==> config.mk <==
export PLATFORM = sky130hd
export DESIGN_NAME = pilc_top
export DESIGN_NICKNAME = d
export VERILOG_FILES = /design/src/include/pilc_pkg.sv /design/src/rtl/pilc_top.sv
export SDC_FILE = /design/constraint.sdc
export NUM_CORES = 1
export LEC_CHECK = 0
export ABC_CLOCK_PERIOD_IN_PS = 5200
export BUFFER_PORTS_ARGS = -buffer_cell sky130_fd_sc_hd__buf_2
export CAP_MARGIN = 15
export CORE_MARGIN = 2
export CORE_UTILIZATION = 54
export CTS_BUF_LIST = sky130_fd_sc_hd__clkbuf_16
export DETAILED_ROUTE_END_ITERATION = 10
export PLACE_DENSITY = 0.84
export SLEW_MARGIN = 0
export SYNTH_ARGS = -nofsm -noshare
export SYNTH_HDL_FRONTEND = slang
export SYNTH_SLANG_ARGS = --single-unit
==> constraint.sdc <==
create_clock -name ref_clk_i -period 5.2 [get_ports ref_clk_i]
set_input_delay 0.26 -clock ref_clk_i [delete_from_list [all_inputs] [get_ports ref_clk_i]]
set_output_delay 0.26 -clock ref_clk_i [all_outputs]
set_load 0.005 [all_outputs]
==> src/include/pilc_pkg.sv <==
// Package for the prioritized interrupt latch controller.
// Holds SFR offsets, slot numbers, vector addresses and the state carrier.
// Assumes an 8-bit SFR access port and a 20-bit CPU vector space.
`default_nettype none
package pilc_pkg;

    // Widths of the SFR port and of vector addresses.
    localparam int unsigned ADDR_W = 8;
    localparam int unsigned DATA_W = 8;
    localparam int unsigned VEC_W = 20;
    localparam int unsigned SLOT_W = 6;

    // Slot numbering: slot equals the fixed priority, 0 being highest.
    localparam int unsigned NUM_SLOTS = 39;
    localparam logic [5:0] SLOT_RESET = 6'h00;
    localparam logic [5:0] SLOT_SWTRAP = 6'h01;
    localparam logic [5:0] SLOT_WDT = 6'h02;
    localparam logic [5:0] SLOT_EXT0 = 6'h03;
    localparam logic [5:0] SLOT_FIRST_MASK = 6'h03;
    localparam logic [5:0] SLOT_LAST_LOW = 6'h1F;
    localparam logic [5:0] SLOT_HIGH_BASE = 6'h20;
    localparam logic [5:0] SLOT_LAST = 6'h26;

    // SFR offsets of the request latch registers.
    localparam logic [7:0] OFS_LATCH_LOW = 8'h3C;
    localparam logic [7:0] OFS_LATCH_HIGH = 8'h3D;
    localparam logic [7:0] OFS_LATCH_BANK_E = 8'h2E;
    localparam logic [7:0] OFS_LATCH_BANK_D = 8'h2F;
    localparam logic [7:0] OFS_LATCH_BANK_C = 8'h2B;

    // First latch slot held by each register; bank C holds slots 32 to 38.
    localparam int unsigned BASE_LOW = 0;
    localparam int unsigned BASE_HIGH = 8;
    localparam int unsigned BASE_BANK_E = 16;
    localparam int unsigned BASE_BANK_D = 24;
    localparam int unsigned BASE_BANK_C = 32;

    // Fixed vector addresses.
    localparam logic [19:0] VEC_RESET = 20'hFFFFC;
    localparam logic [19:0] VEC_SWTRAP = 20'hFFFF8;
    localparam logic [19:0] VEC_WDT = 20'hFFFF4;
    localparam logic [19:0] VEC_LOW_BASE = 20'hFFFF0;
    localparam logic [19:0] VEC_HIGH_BASE = 20'hFFF3C;
    localparam logic [19:0] VEC_STEP = 20'h00004;

    // Reset values.
    localparam logic [38:0] LATCH_RST = 39'h00_0000_0000;
    localparam logic [7:0] RDATA_RST = 8'h00;

    // All state of the controller, registered as one word.
    typedef struct packed {
        logic [38:0] latch;
        logic master_enable_flag;
        logic saved_imf;
        logic offer_valid;
        logic [5:0] offer_slot;
        logic [19:0] offer_vec;
        logic [7:0] rdata;
        logic wdt_reset;
    } pilc_state_t;

    // Request presented to the CPU core.
    typedef struct packed {
        logic valid;
        logic [5:0] slot;
        logic [19:0] vector;
    } pilc_offer_t;

endpackage
`default_nettype wire

==> src/rtl/pilc_top.sv <==
// Interrupt controller top: request latches, enables, fixed priority and vectors.
// Assumes the CPU core drives the SFR port, the enable flags and the acceptance pulse
// synchronously to ref_clk_i, and that the watchdog supplies its output select bit.
`timescale 1ns/1ps
`default_nettype none

// Summary of operation
// - Thirty-nine slots; trap and watchdog pseudo non-maskable.
// - Each maskable source has latch and vector.
// - Offer needs master and source enable flags.
// - Simultaneous requests served in fixed slot priority.
// - Among non-maskable sources the trap (slot 1) beats the watchdog (slot 2).
// - Fixed vector per source, descending addresses.
// - Software and undefined traps have no latch.
// - Latch clears when CPU accepts its interrupt.
// - All latches zero during reset.
// - Latches mapped at five byte SFR offsets.
// - Software clears single latches independently.
// - Reading latch register returns pending states.
// - Instruction writes never set a latch.
// - Watchdog resets unless output select cleared.
// - Written zero clears, written one leaves latch.
// - Acceptance saves and clears master flag; return sets.
// - Pseudo non-maskable requests ignore enable flags.
module pilc_top #(
    parameter int unsigned NUM_SLOTS = pilc_pkg::NUM_SLOTS
) (
    // Clock and reset.
    input wire logic ref_clk_i,
    input wire logic rst_b_i,
    // SFR access port from the CPU core.
    input wire logic [7:0] sfr_addr_i,
    input wire logic sfr_wr_i,
    input wire logic [7:0] sfr_wdata_i,
    input wire logic sfr_rd_i,
    output logic [7:0] sfr_rdata_o,
    // Enable flags and master flag control from the CPU core.
    input wire logic [38:0] source_enable_flag_i,
    input wire logic ext_irq_zero_pin_enable_i,
    input wire logic ei_i,
    input wire logic di_i,
    input wire logic maskable_return_instr_i,
    // Hardware request pulses, one bit per slot; bits 0 to 2 are unused here.
    input wire logic [38:0] src_req_i,
    // Software trap and undefined-instruction trap requests, held until accepted.
    input wire logic software_trap_i,
    // Watchdog request pulse and its output select bit.
    input wire logic watchdog_irq_i,
    input wire logic watchdog_output_select_i,
    // Interrupt offer to the CPU core and its acceptance pulse.
    output logic irq_valid_o,
    output logic [5:0] irq_slot_o,
    output logic [19:0] irq_vector_o,
    input wire logic irq_ack_i,
    // Master flag state and its saved copy.
    output logic master_enable_flag_o,
    output logic saved_imf_o,
    // Watchdog reset request pulse.
    output logic wdt_reset_o
);

    // The slot map and SFR layout are fixed at 39 slots.
    if (NUM_SLOTS != 39) begin : g_bad_slots
        $error("pilc_top supports exactly 39 priority slots");
    end

    // Vector address of a slot; slots 32 and above sit in a separate block.
    function automatic logic [19:0] slot_vector(input logic [5:0] slot);
        logic [19:0] offs;
        offs = 20'h00000;
        if (slot == pilc_pkg::SLOT_RESET) begin
            slot_vector = pilc_pkg::VEC_RESET;
        end else if (slot == pilc_pkg::SLOT_SWTRAP) begin
            slot_vector = pilc_pkg::VEC_SWTRAP;
        end else if (slot == pilc_pkg::SLOT_WDT) begin
            slot_vector = pilc_pkg::VEC_WDT;
        end else if (slot < pilc_pkg::SLOT_HIGH_BASE) begin
            offs = 20'(slot - pilc_pkg::SLOT_FIRST_MASK) * pilc_pkg::VEC_STEP;
            slot_vector = pilc_pkg::VEC_LOW_BASE - offs;
        end else begin
            offs = 20'(slot - pilc_pkg::SLOT_HIGH_BASE) * pilc_pkg::VEC_STEP;
            slot_vector = pilc_pkg::VEC_HIGH_BASE - offs;
        end
    endfunction

    pilc_pkg::pilc_state_t st_r;
    pilc_pkg::pilc_state_t st_nxt;
    pilc_pkg::pilc_offer_t offer;
    logic [38:0] set_vec;
    logic [38:0] clr_vec;
    logic [38:0] cand;
    logic [38:0] enable_eff;

    // Latch set requests; the watchdog only lands in its latch while the output select bit is zero.
    always_comb begin
        set_vec = src_req_i;
        set_vec[0] = 1'b0;
        set_vec[1] = 1'b0;
        set_vec[2] = watchdog_irq_i & ~watchdog_output_select_i;
    end

    // Latch clears from software writes of zero and from acceptance.
    always_comb begin
        clr_vec = '0;
        if (sfr_wr_i) begin
            unique case (sfr_addr_i)
                pilc_pkg::OFS_LATCH_LOW: begin
                    clr_vec[pilc_pkg::BASE_LOW +: 8] = ~sfr_wdata_i;
                end
                pilc_pkg::OFS_LATCH_HIGH: begin
                    clr_vec[pilc_pkg::BASE_HIGH +: 8] = ~sfr_wdata_i;
                end
                pilc_pkg::OFS_LATCH_BANK_E: begin
                    clr_vec[pilc_pkg::BASE_BANK_E +: 8] = ~sfr_wdata_i;
                end
                pilc_pkg::OFS_LATCH_BANK_D: begin
                    clr_vec[pilc_pkg::BASE_BANK_D +: 8] = ~sfr_wdata_i;
                end
                pilc_pkg::OFS_LATCH_BANK_C: begin
                    clr_vec[pilc_pkg::BASE_BANK_C +: 7] = ~sfr_wdata_i[6:0];
                end
                default: begin
                    clr_vec = '0;
                end
            endcase
        end
        // Acceptance clears the latch of the slot then on offer.
        if (irq_ack_i && st_r.offer_valid) begin
            clr_vec[st_r.offer_slot] = 1'b1;
        end
    end

    // Effective enables: master flag, per-source flag, pin enable for external zero.
    always_comb begin
        enable_eff = {39{st_nxt.master_enable_flag}} & source_enable_flag_i;
        enable_eff[3] = enable_eff[3] & ext_irq_zero_pin_enable_i;
        enable_eff[2:0] = 3'h7;
    end

    // Candidate requests to offer; the software trap comes straight from the CPU.
    always_comb begin
        cand = st_nxt.latch & enable_eff;
        cand[0] = 1'b0;
        cand[1] = software_trap_i & ~irq_ack_i;
    end

    // Fixed priority pick: the lowest slot number wins.
    always_comb begin
        offer.valid = |cand;
        offer.slot = pilc_pkg::SLOT_LAST;
        for (int i = 38; i >= 0; i--) begin
            if (cand[i]) begin
                offer.slot = 6'(i);
            end
        end
        offer.vector = slot_vector(offer.slot);
    end

    // Next-state computation for every register of the controller except the offer fields.
    always_comb begin
        st_nxt = st_r;
        // Set wins over clear so no request is lost to a concurrent clear.
        st_nxt.latch = (st_r.latch & ~clr_vec) | set_vec;
        st_nxt.latch[1:0] = 2'b00;
        // Master flag: instructions first, acceptance last so it always clears.
        if (ei_i || maskable_return_instr_i) begin
            st_nxt.master_enable_flag = 1'b1;
        end
        if (di_i) begin
            st_nxt.master_enable_flag = 1'b0;
        end
        if (irq_ack_i && st_r.offer_valid) begin
            st_nxt.saved_imf = st_r.master_enable_flag;
            st_nxt.master_enable_flag = 1'b0;
        end
        // Watchdog request becomes a reset request while the select bit is one.
        st_nxt.wdt_reset = watchdog_irq_i & watchdog_output_select_i;
        // Read data is captured one cycle after the read strobe.
        st_nxt.rdata = pilc_pkg::RDATA_RST;
        if (sfr_rd_i) begin
            unique case (sfr_addr_i)
                pilc_pkg::OFS_LATCH_LOW: begin
                    st_nxt.rdata = st_r.latch[pilc_pkg::BASE_LOW +: 8];
                end
                pilc_pkg::OFS_LATCH_HIGH: begin
                    st_nxt.rdata = st_r.latch[pilc_pkg::BASE_HIGH +: 8];
                end
                pilc_pkg::OFS_LATCH_BANK_E: begin
                    st_nxt.rdata = st_r.latch[pilc_pkg::BASE_BANK_E +: 8];
                end
                pilc_pkg::OFS_LATCH_BANK_D: begin
                    st_nxt.rdata = st_r.latch[pilc_pkg::BASE_BANK_D +: 8];
                end
                pilc_pkg::OFS_LATCH_BANK_C: begin
                    st_nxt.rdata = {1'b0, st_r.latch[pilc_pkg::BASE_BANK_C +: 7]};
                end
                default: begin
                    st_nxt.rdata = pilc_pkg::RDATA_RST;
                end
            endcase
        end
    end

    // Offer fields are taken from the next state so they track it without lag.
    pilc_pkg::pilc_state_t st_reg_in;
    always_comb begin
        st_reg_in = st_nxt;
        st_reg_in.offer_valid = offer.valid;
        st_reg_in.offer_slot = offer.slot;
        st_reg_in.offer_vec = offer.vector;
    end

    // State register; reset clears every latch and the master flag.
    always_ff @(posedge ref_clk_i or negedge rst_b_i) begin
        if (!rst_b_i) begin
            st_r.latch <= pilc_pkg::LATCH_RST;
            st_r.master_enable_flag <= 1'b0;
            st_r.saved_imf <= 1'b0;
            st_r.offer_valid <= 1'b0;
            st_r.offer_slot <= pilc_pkg::SLOT_RESET;
            st_r.offer_vec <= pilc_pkg::VEC_RESET;
            st_r.rdata <= pilc_pkg::RDATA_RST;
            st_r.wdt_reset <= 1'b0;
        end else begin
            st_r <= st_reg_in;
        end
    end

    // Outputs come straight from the state register.
    assign sfr_rdata_o = st_r.rdata;
    assign irq_valid_o = st_r.offer_valid;
    assign irq_slot_o = st_r.offer_slot;
    assign irq_vector_o = st_r.offer_vec;
    assign master_enable_flag_o = st_r.master_enable_flag;
    assign saved_imf_o = st_r.saved_imf;
    assign wdt_reset_o = st_r.wdt_reset;

endmodule
`default_nettype wire

# Yosys cells after proc, flatten, opt, wreduce, memory -nomap -nowiden
# Cells that the tools add are included.
# op_classes
muxes	55
eq_ne	7
n_bitwise	14
n_addsub	4
reduce_logical	5
n_lt_le_gt_ge	3
# ops
operator	count
$mux 6	36
$and 39x39->39	3
$mux 20	4
$mux 39	2
$or 39x39->39	2
$eq 8x6->1 const B	5
$mux 8	5
$pmux 8 s5	1
$not 39->39	1
$reduce_or 38->1	1
$sub 5x9->10 const A	1
$sub 9x9->10 const A	1
$not 8->8	1
$lt 6x7->1 const B	1
$mux 7	1
$not 7->7	1
$sub 6x2->7 const B	1
$sub 6x6->7 const B	1
$demux 1 s6	1
$eq 6x1->1 const B	1
$eq 6x2->1 const B	1
$ge 6x1->1 const B	1
$logic_not 6->1	1
$lt 6x6->1 const B	1
6 further kinds	14
# word_totals
in_bits	106
register_bits	75

# Longest topological paths before layout
# logic_depth
depth_word	53
mapped_depth	17
mapped_depth_nobuf	15

# Least setup slack after synthesis
# No wires, ideal clock.
# synth_timing
path_type	input-to-reg
start	in sfr_addr_i[2]
end	reg st_r, in the netlist irq_vector_o[18]
setup_slack_ns	1.749
arrival_ns	3.367
stages	14
cell_sequence	buf_2 -> and4bb_2 -> or3b_2 -> a31o_2 -> a211oi_1 -> o211ai_1 -> a211o_1 -> a211o_1 -> nand2_1 -> inv_1 -> ha_1 -> nor3_1 -> nand2_1 -> a311o_1
# synth_lines
element	line	source
start: declaration	pilc_top.sv:32	input wire logic [7:0] sfr_addr_i,
end signal: assignment	pilc_top.sv:225	st_r <= st_reg_in;
end: declaration	pilc_top.sv:86	pilc_pkg::pilc_state_t st_r;

==> impl_metrics.sql <==
INSERT INTO impl_metrics (metric_group, metric, value, unit) VALUES
('worst_hold_path', 'worstHoldPathType', 'primary input to async pin', ''),
('global_route', 'grt_remaining_overflow', '0', ''),
('timing', 'unrepaired_setup_endpoints_after_global_routing', 'false', ''),
('finish', 'post_route_cells_drive_above_1_share', '32.7', '%'),
('logic_synthesis', 'mappedNetlistArea', '4480', 'um2'),
('place', 'dpl-instance-area', '4970', 'um2'),
('timing', 'maxSlewViolCount', '0', ''),
('global_route', 'grt_pass1_vias', '4401', ''),
('timing', 'fmax', '227', 'MHz'),
('logic_synthesis', 'synth_xor_area_share', '0.559', '%'),
('setup_path', 'worstSetupStartpoint', 'irq_slot_o[3]', ''),
('outcome', 'status', 'finished clean', ''),
('timing', 'layout_worst_path_cycle_share', '84.7', '%'),
('place', 'port_buffers', '135', ''),
('power', 'leakage', '0.00227', 'uW'),
('setup_path', 'crit_arrival', '4660', 'ps'),
('clock_tree', 'cts-root-to-sink-buffers', '2', ''),
('timing', 'final_period_minus_worst_setup_slack', '4400', 'ps'),
('logic_synthesis', 'synth-main-ff-cell', 'dfrtp_1', ''),
('global_route', 'grt_util_all_layers', '33.5', '%'),
('clock_tree', 'cts_hold_repair.buffers', '0', ''),
('detailed_routing', 'dr_total_vias', '4675', ''),
('finish', 'final_antenna_diode_count', '0', ''),
('clock_tree', 'root_buffer', 'clkbuf_16', ''),
('global_route', 'global_route_wire_length_before_repair', '22.7', 'mm'),
('clock_tree', 'tritoncts', 'built', ''),
('clock_tree', 'worst_setup_hold_path_clk_slew', '50', 'ps'),
('finish', 'nets', '710', ''),
('finish', 'area_growth_syn_to_layout', '18.0', '%'),
('floorplan', 'start_util', '55.1', '%'),
('setup_path', 'worstPathRequired', '5460', 'ps'),
('logic_synthesis', 'synth_fa_ha_area_share', '1.12', '%'),
('detailed_routing', 'post-route-drc-count', '0', ''),
('logic_synthesis', 'simple_gate_area_share_of_the_yosys_netlist', '24.5', '%'),
('logic_synthesis', 'netlist-cell-type-count', '85', ''),
('detailed_routing', 'drt-vias-per-instance', '6.58', ''),
('timing', 'final_hold_viol_count', '0', ''),
('detailed_routing', 'antenna_left', '0', ''),
('floorplan', 'fp.dieArea', '9040', 'um2'),
('logic_synthesis', 'ys_seq_elements', '63', ''),
('timing', 'worstMarginPinSlew', '810', 'ps'),
('power', 'power-per-cell-area', '318', 'nW/um2'),
('logic_synthesis', 'synth_top_family_by_area', 'compound AO/OA/AOI/OAI gates', ''),
('setup_path', 'worstSetupEndpoint', 'irq_vector_o[18]', ''),
('detailed_routing', 'wl_per_cell', '21.0', 'um'),
('timing', 'setup-violations-final', '0', ''),
('floorplan', 'rows', '33', ''),
('global_route', 'grt_max_degree', '64', ''),
('finish', 'most-common-layout-cells', 'buf_2 (135), dfrtp_1 (55), o21ai_0 (36)', ''),
('logic_synthesis', 'mean_area_per_synthesized_cell', '8.91', 'um2'),
('global_route', 'antenna_found_initial', '0', ''),
('place', 'gp_congestion', '1.01', ''),
('flow_run', 'max_cap_violations', '0', ''),
('clock_tree', 'cts-buffers-inserted', '9', ''),
('logic_synthesis', 'synth-seq-area-share', '35.4', '%'),
('setup_path', 'worstPathMaxFanout', '11', ''),
('floorplan', 'design.portCount', '144', ''),
('place', 'post-dp-hpwl', '11.2', 'mm'),
('setup_path', 'critical_path.reg2reg.startpoint', 'irq_slot_o[3]', ''),
('finish', 'layout.cells.most_common', 'buf_2', ''),
('timing', 'clock-skew-final', '2.82', 'ps'),
('logic_synthesis', 'synth_async_sr_flop_share', '100', '%'),
('logic_synthesis', 'yosysWarnings', '0', ''),
('clock_tree', 'post_cts_setup_buffer_count', '0', ''),
('floorplan', 'core_area', '8130', 'um2'),
('logic_synthesis', 'compound_cell_area_share_of_the_yosys_netlist', '27.5', '%'),
('setup_path', 'worst-setup-path-type', 'flip-flop to flip-flop', ''),
('timing', 'maxSlewHeadroom', '45.5', '%'),
('timing', 'setup_tns', '0', 'ps'),
('setup_path', 'r2r_cells', '13', ''),
('setup_path', 'worstSetupStartpointType', 'flip-flop', '');
-- registers in the layout (all words and copies together), names as in the netlist --
signal                flops
irq_slot_o                6
saved_imf_o               1
sfr_rdata_o               8
master_enable_flag_o      1
st_r                     37
irq_valid_o               1
irq_vector_o              8
wdt_reset_o               1
-- worst min-delay path by stage --
| stage | end | slack [ps] |
|---|---|---|
| 2_1_floorplan | irq_slot_o[0] | -40 |
| 3_3_place_gp | sfr_rdata_o[4] | 480 |
| 3_5_place_dp | st_r[71] | 490 |
| 4_1_cts | sfr_rdata_o[5] | 150 |
| 5_1_grt | st_r[70] | 150 |
| 6_report | sfr_rdata_o[4] | 90 |
-- area by class of cell --
type,instances,area (um2)
timing repair buffer,138,698
clock inverter,7,87.6
tap,105,131
inverter,18,67.6
clock buffer,9,225
sequential,63,1590
fill,700,2850
multi-input combinational,370,2490
-- worst max-delay path, cell delays in order, from the launching register on --
cell,delay (ps)
dfrtp_1,410
nand4bb_1,680
o41ai_1,570
o21ba_2,220
o211ai_1,250
o211ai_1,170
a211o_1,330
a211o_1,310
nand2_1,210
inv_1,100
ha_1,230
nor3_1,340
nand2_1,140
a311o_1,340
-- stage by stage --
| step | power [uW] | setup slack, ps | cells | util (%) | hold slack, ps |
|---|---|---|---|---|---|
| 3_3_place_gp | 1020 | 1120 | 694 | 61.2 | 475 |
| 6_report | 1680 | 796 | 710 | 65.0 | 92.3 |
| 5_1_grt | 1750 | 668 | 710 | 65.0 | 152 |
| 2_1_floorplan | 928 | 1750 | 504 | - | -35.6 |
| 4_1_cts | 1670 | 902 | 710 | 65.0 | 153 |
| 3_5_place_dp | 1030 | 1020 | 694 | 61.2 | 488 |
-- cells in the mapped netlist (5+ instances only) --
cell	n	area, um2
nor3_1	25	125
nor2_1	21	78.8
dfstp_2	8	210
nor2b_1	5	31.3
a211oi_1	6	45.0
o21bai_1	22	165
and3_1	13	81.3
o21ai_0	36	180
nand2_1	24	90.1
a21oi_1	21	105
a22oi_1	12	90.1
buf_2	7	35.0
nand2b_1	19	119
a31oi_1	5	31.3
nor4_1	6	37.5
nand4bb_1	6	67.6
inv_1	17	63.8
clkbuf_1	11	41.3
dfrtp_1	55	1380
nand4b_1	6	52.6
nand3_1	18	90.1
o21ai_1	5	25.0
buf_4	35	263
o211ai_1	5	37.5
mux2_2	6	67.6
a31o_2	5	43.8
-- cells by family (layout without fill, tap and decap cells) --
group,after synthesis,count (layout)
adder cells (fa/ha/maj),4,4
buffers and inverters,71,172
other,1,2
AO/OA/AOI/OAI,173,173
XOR/XNOR,2,2
flip-flops,63,63
AND/OR/NAND/NOR,182,182
multiplexers,7,7
-- report_power, final --
group          switching (uW)  internal, uW
Combinational             257           196
Clock                     223           415
Sequential               45.5           543
-- per-layer routing --
layer	share of wire (%)	vias to the layer above	track usage (%)
met5	0	-	0
li1	-	2067	-
met3	12	69	8.22
met2	46	349	52.9
met4	4.1	0	14.0
met1	38	2190	44.1
No activity file was read; power rests on OpenSTA's default activity.
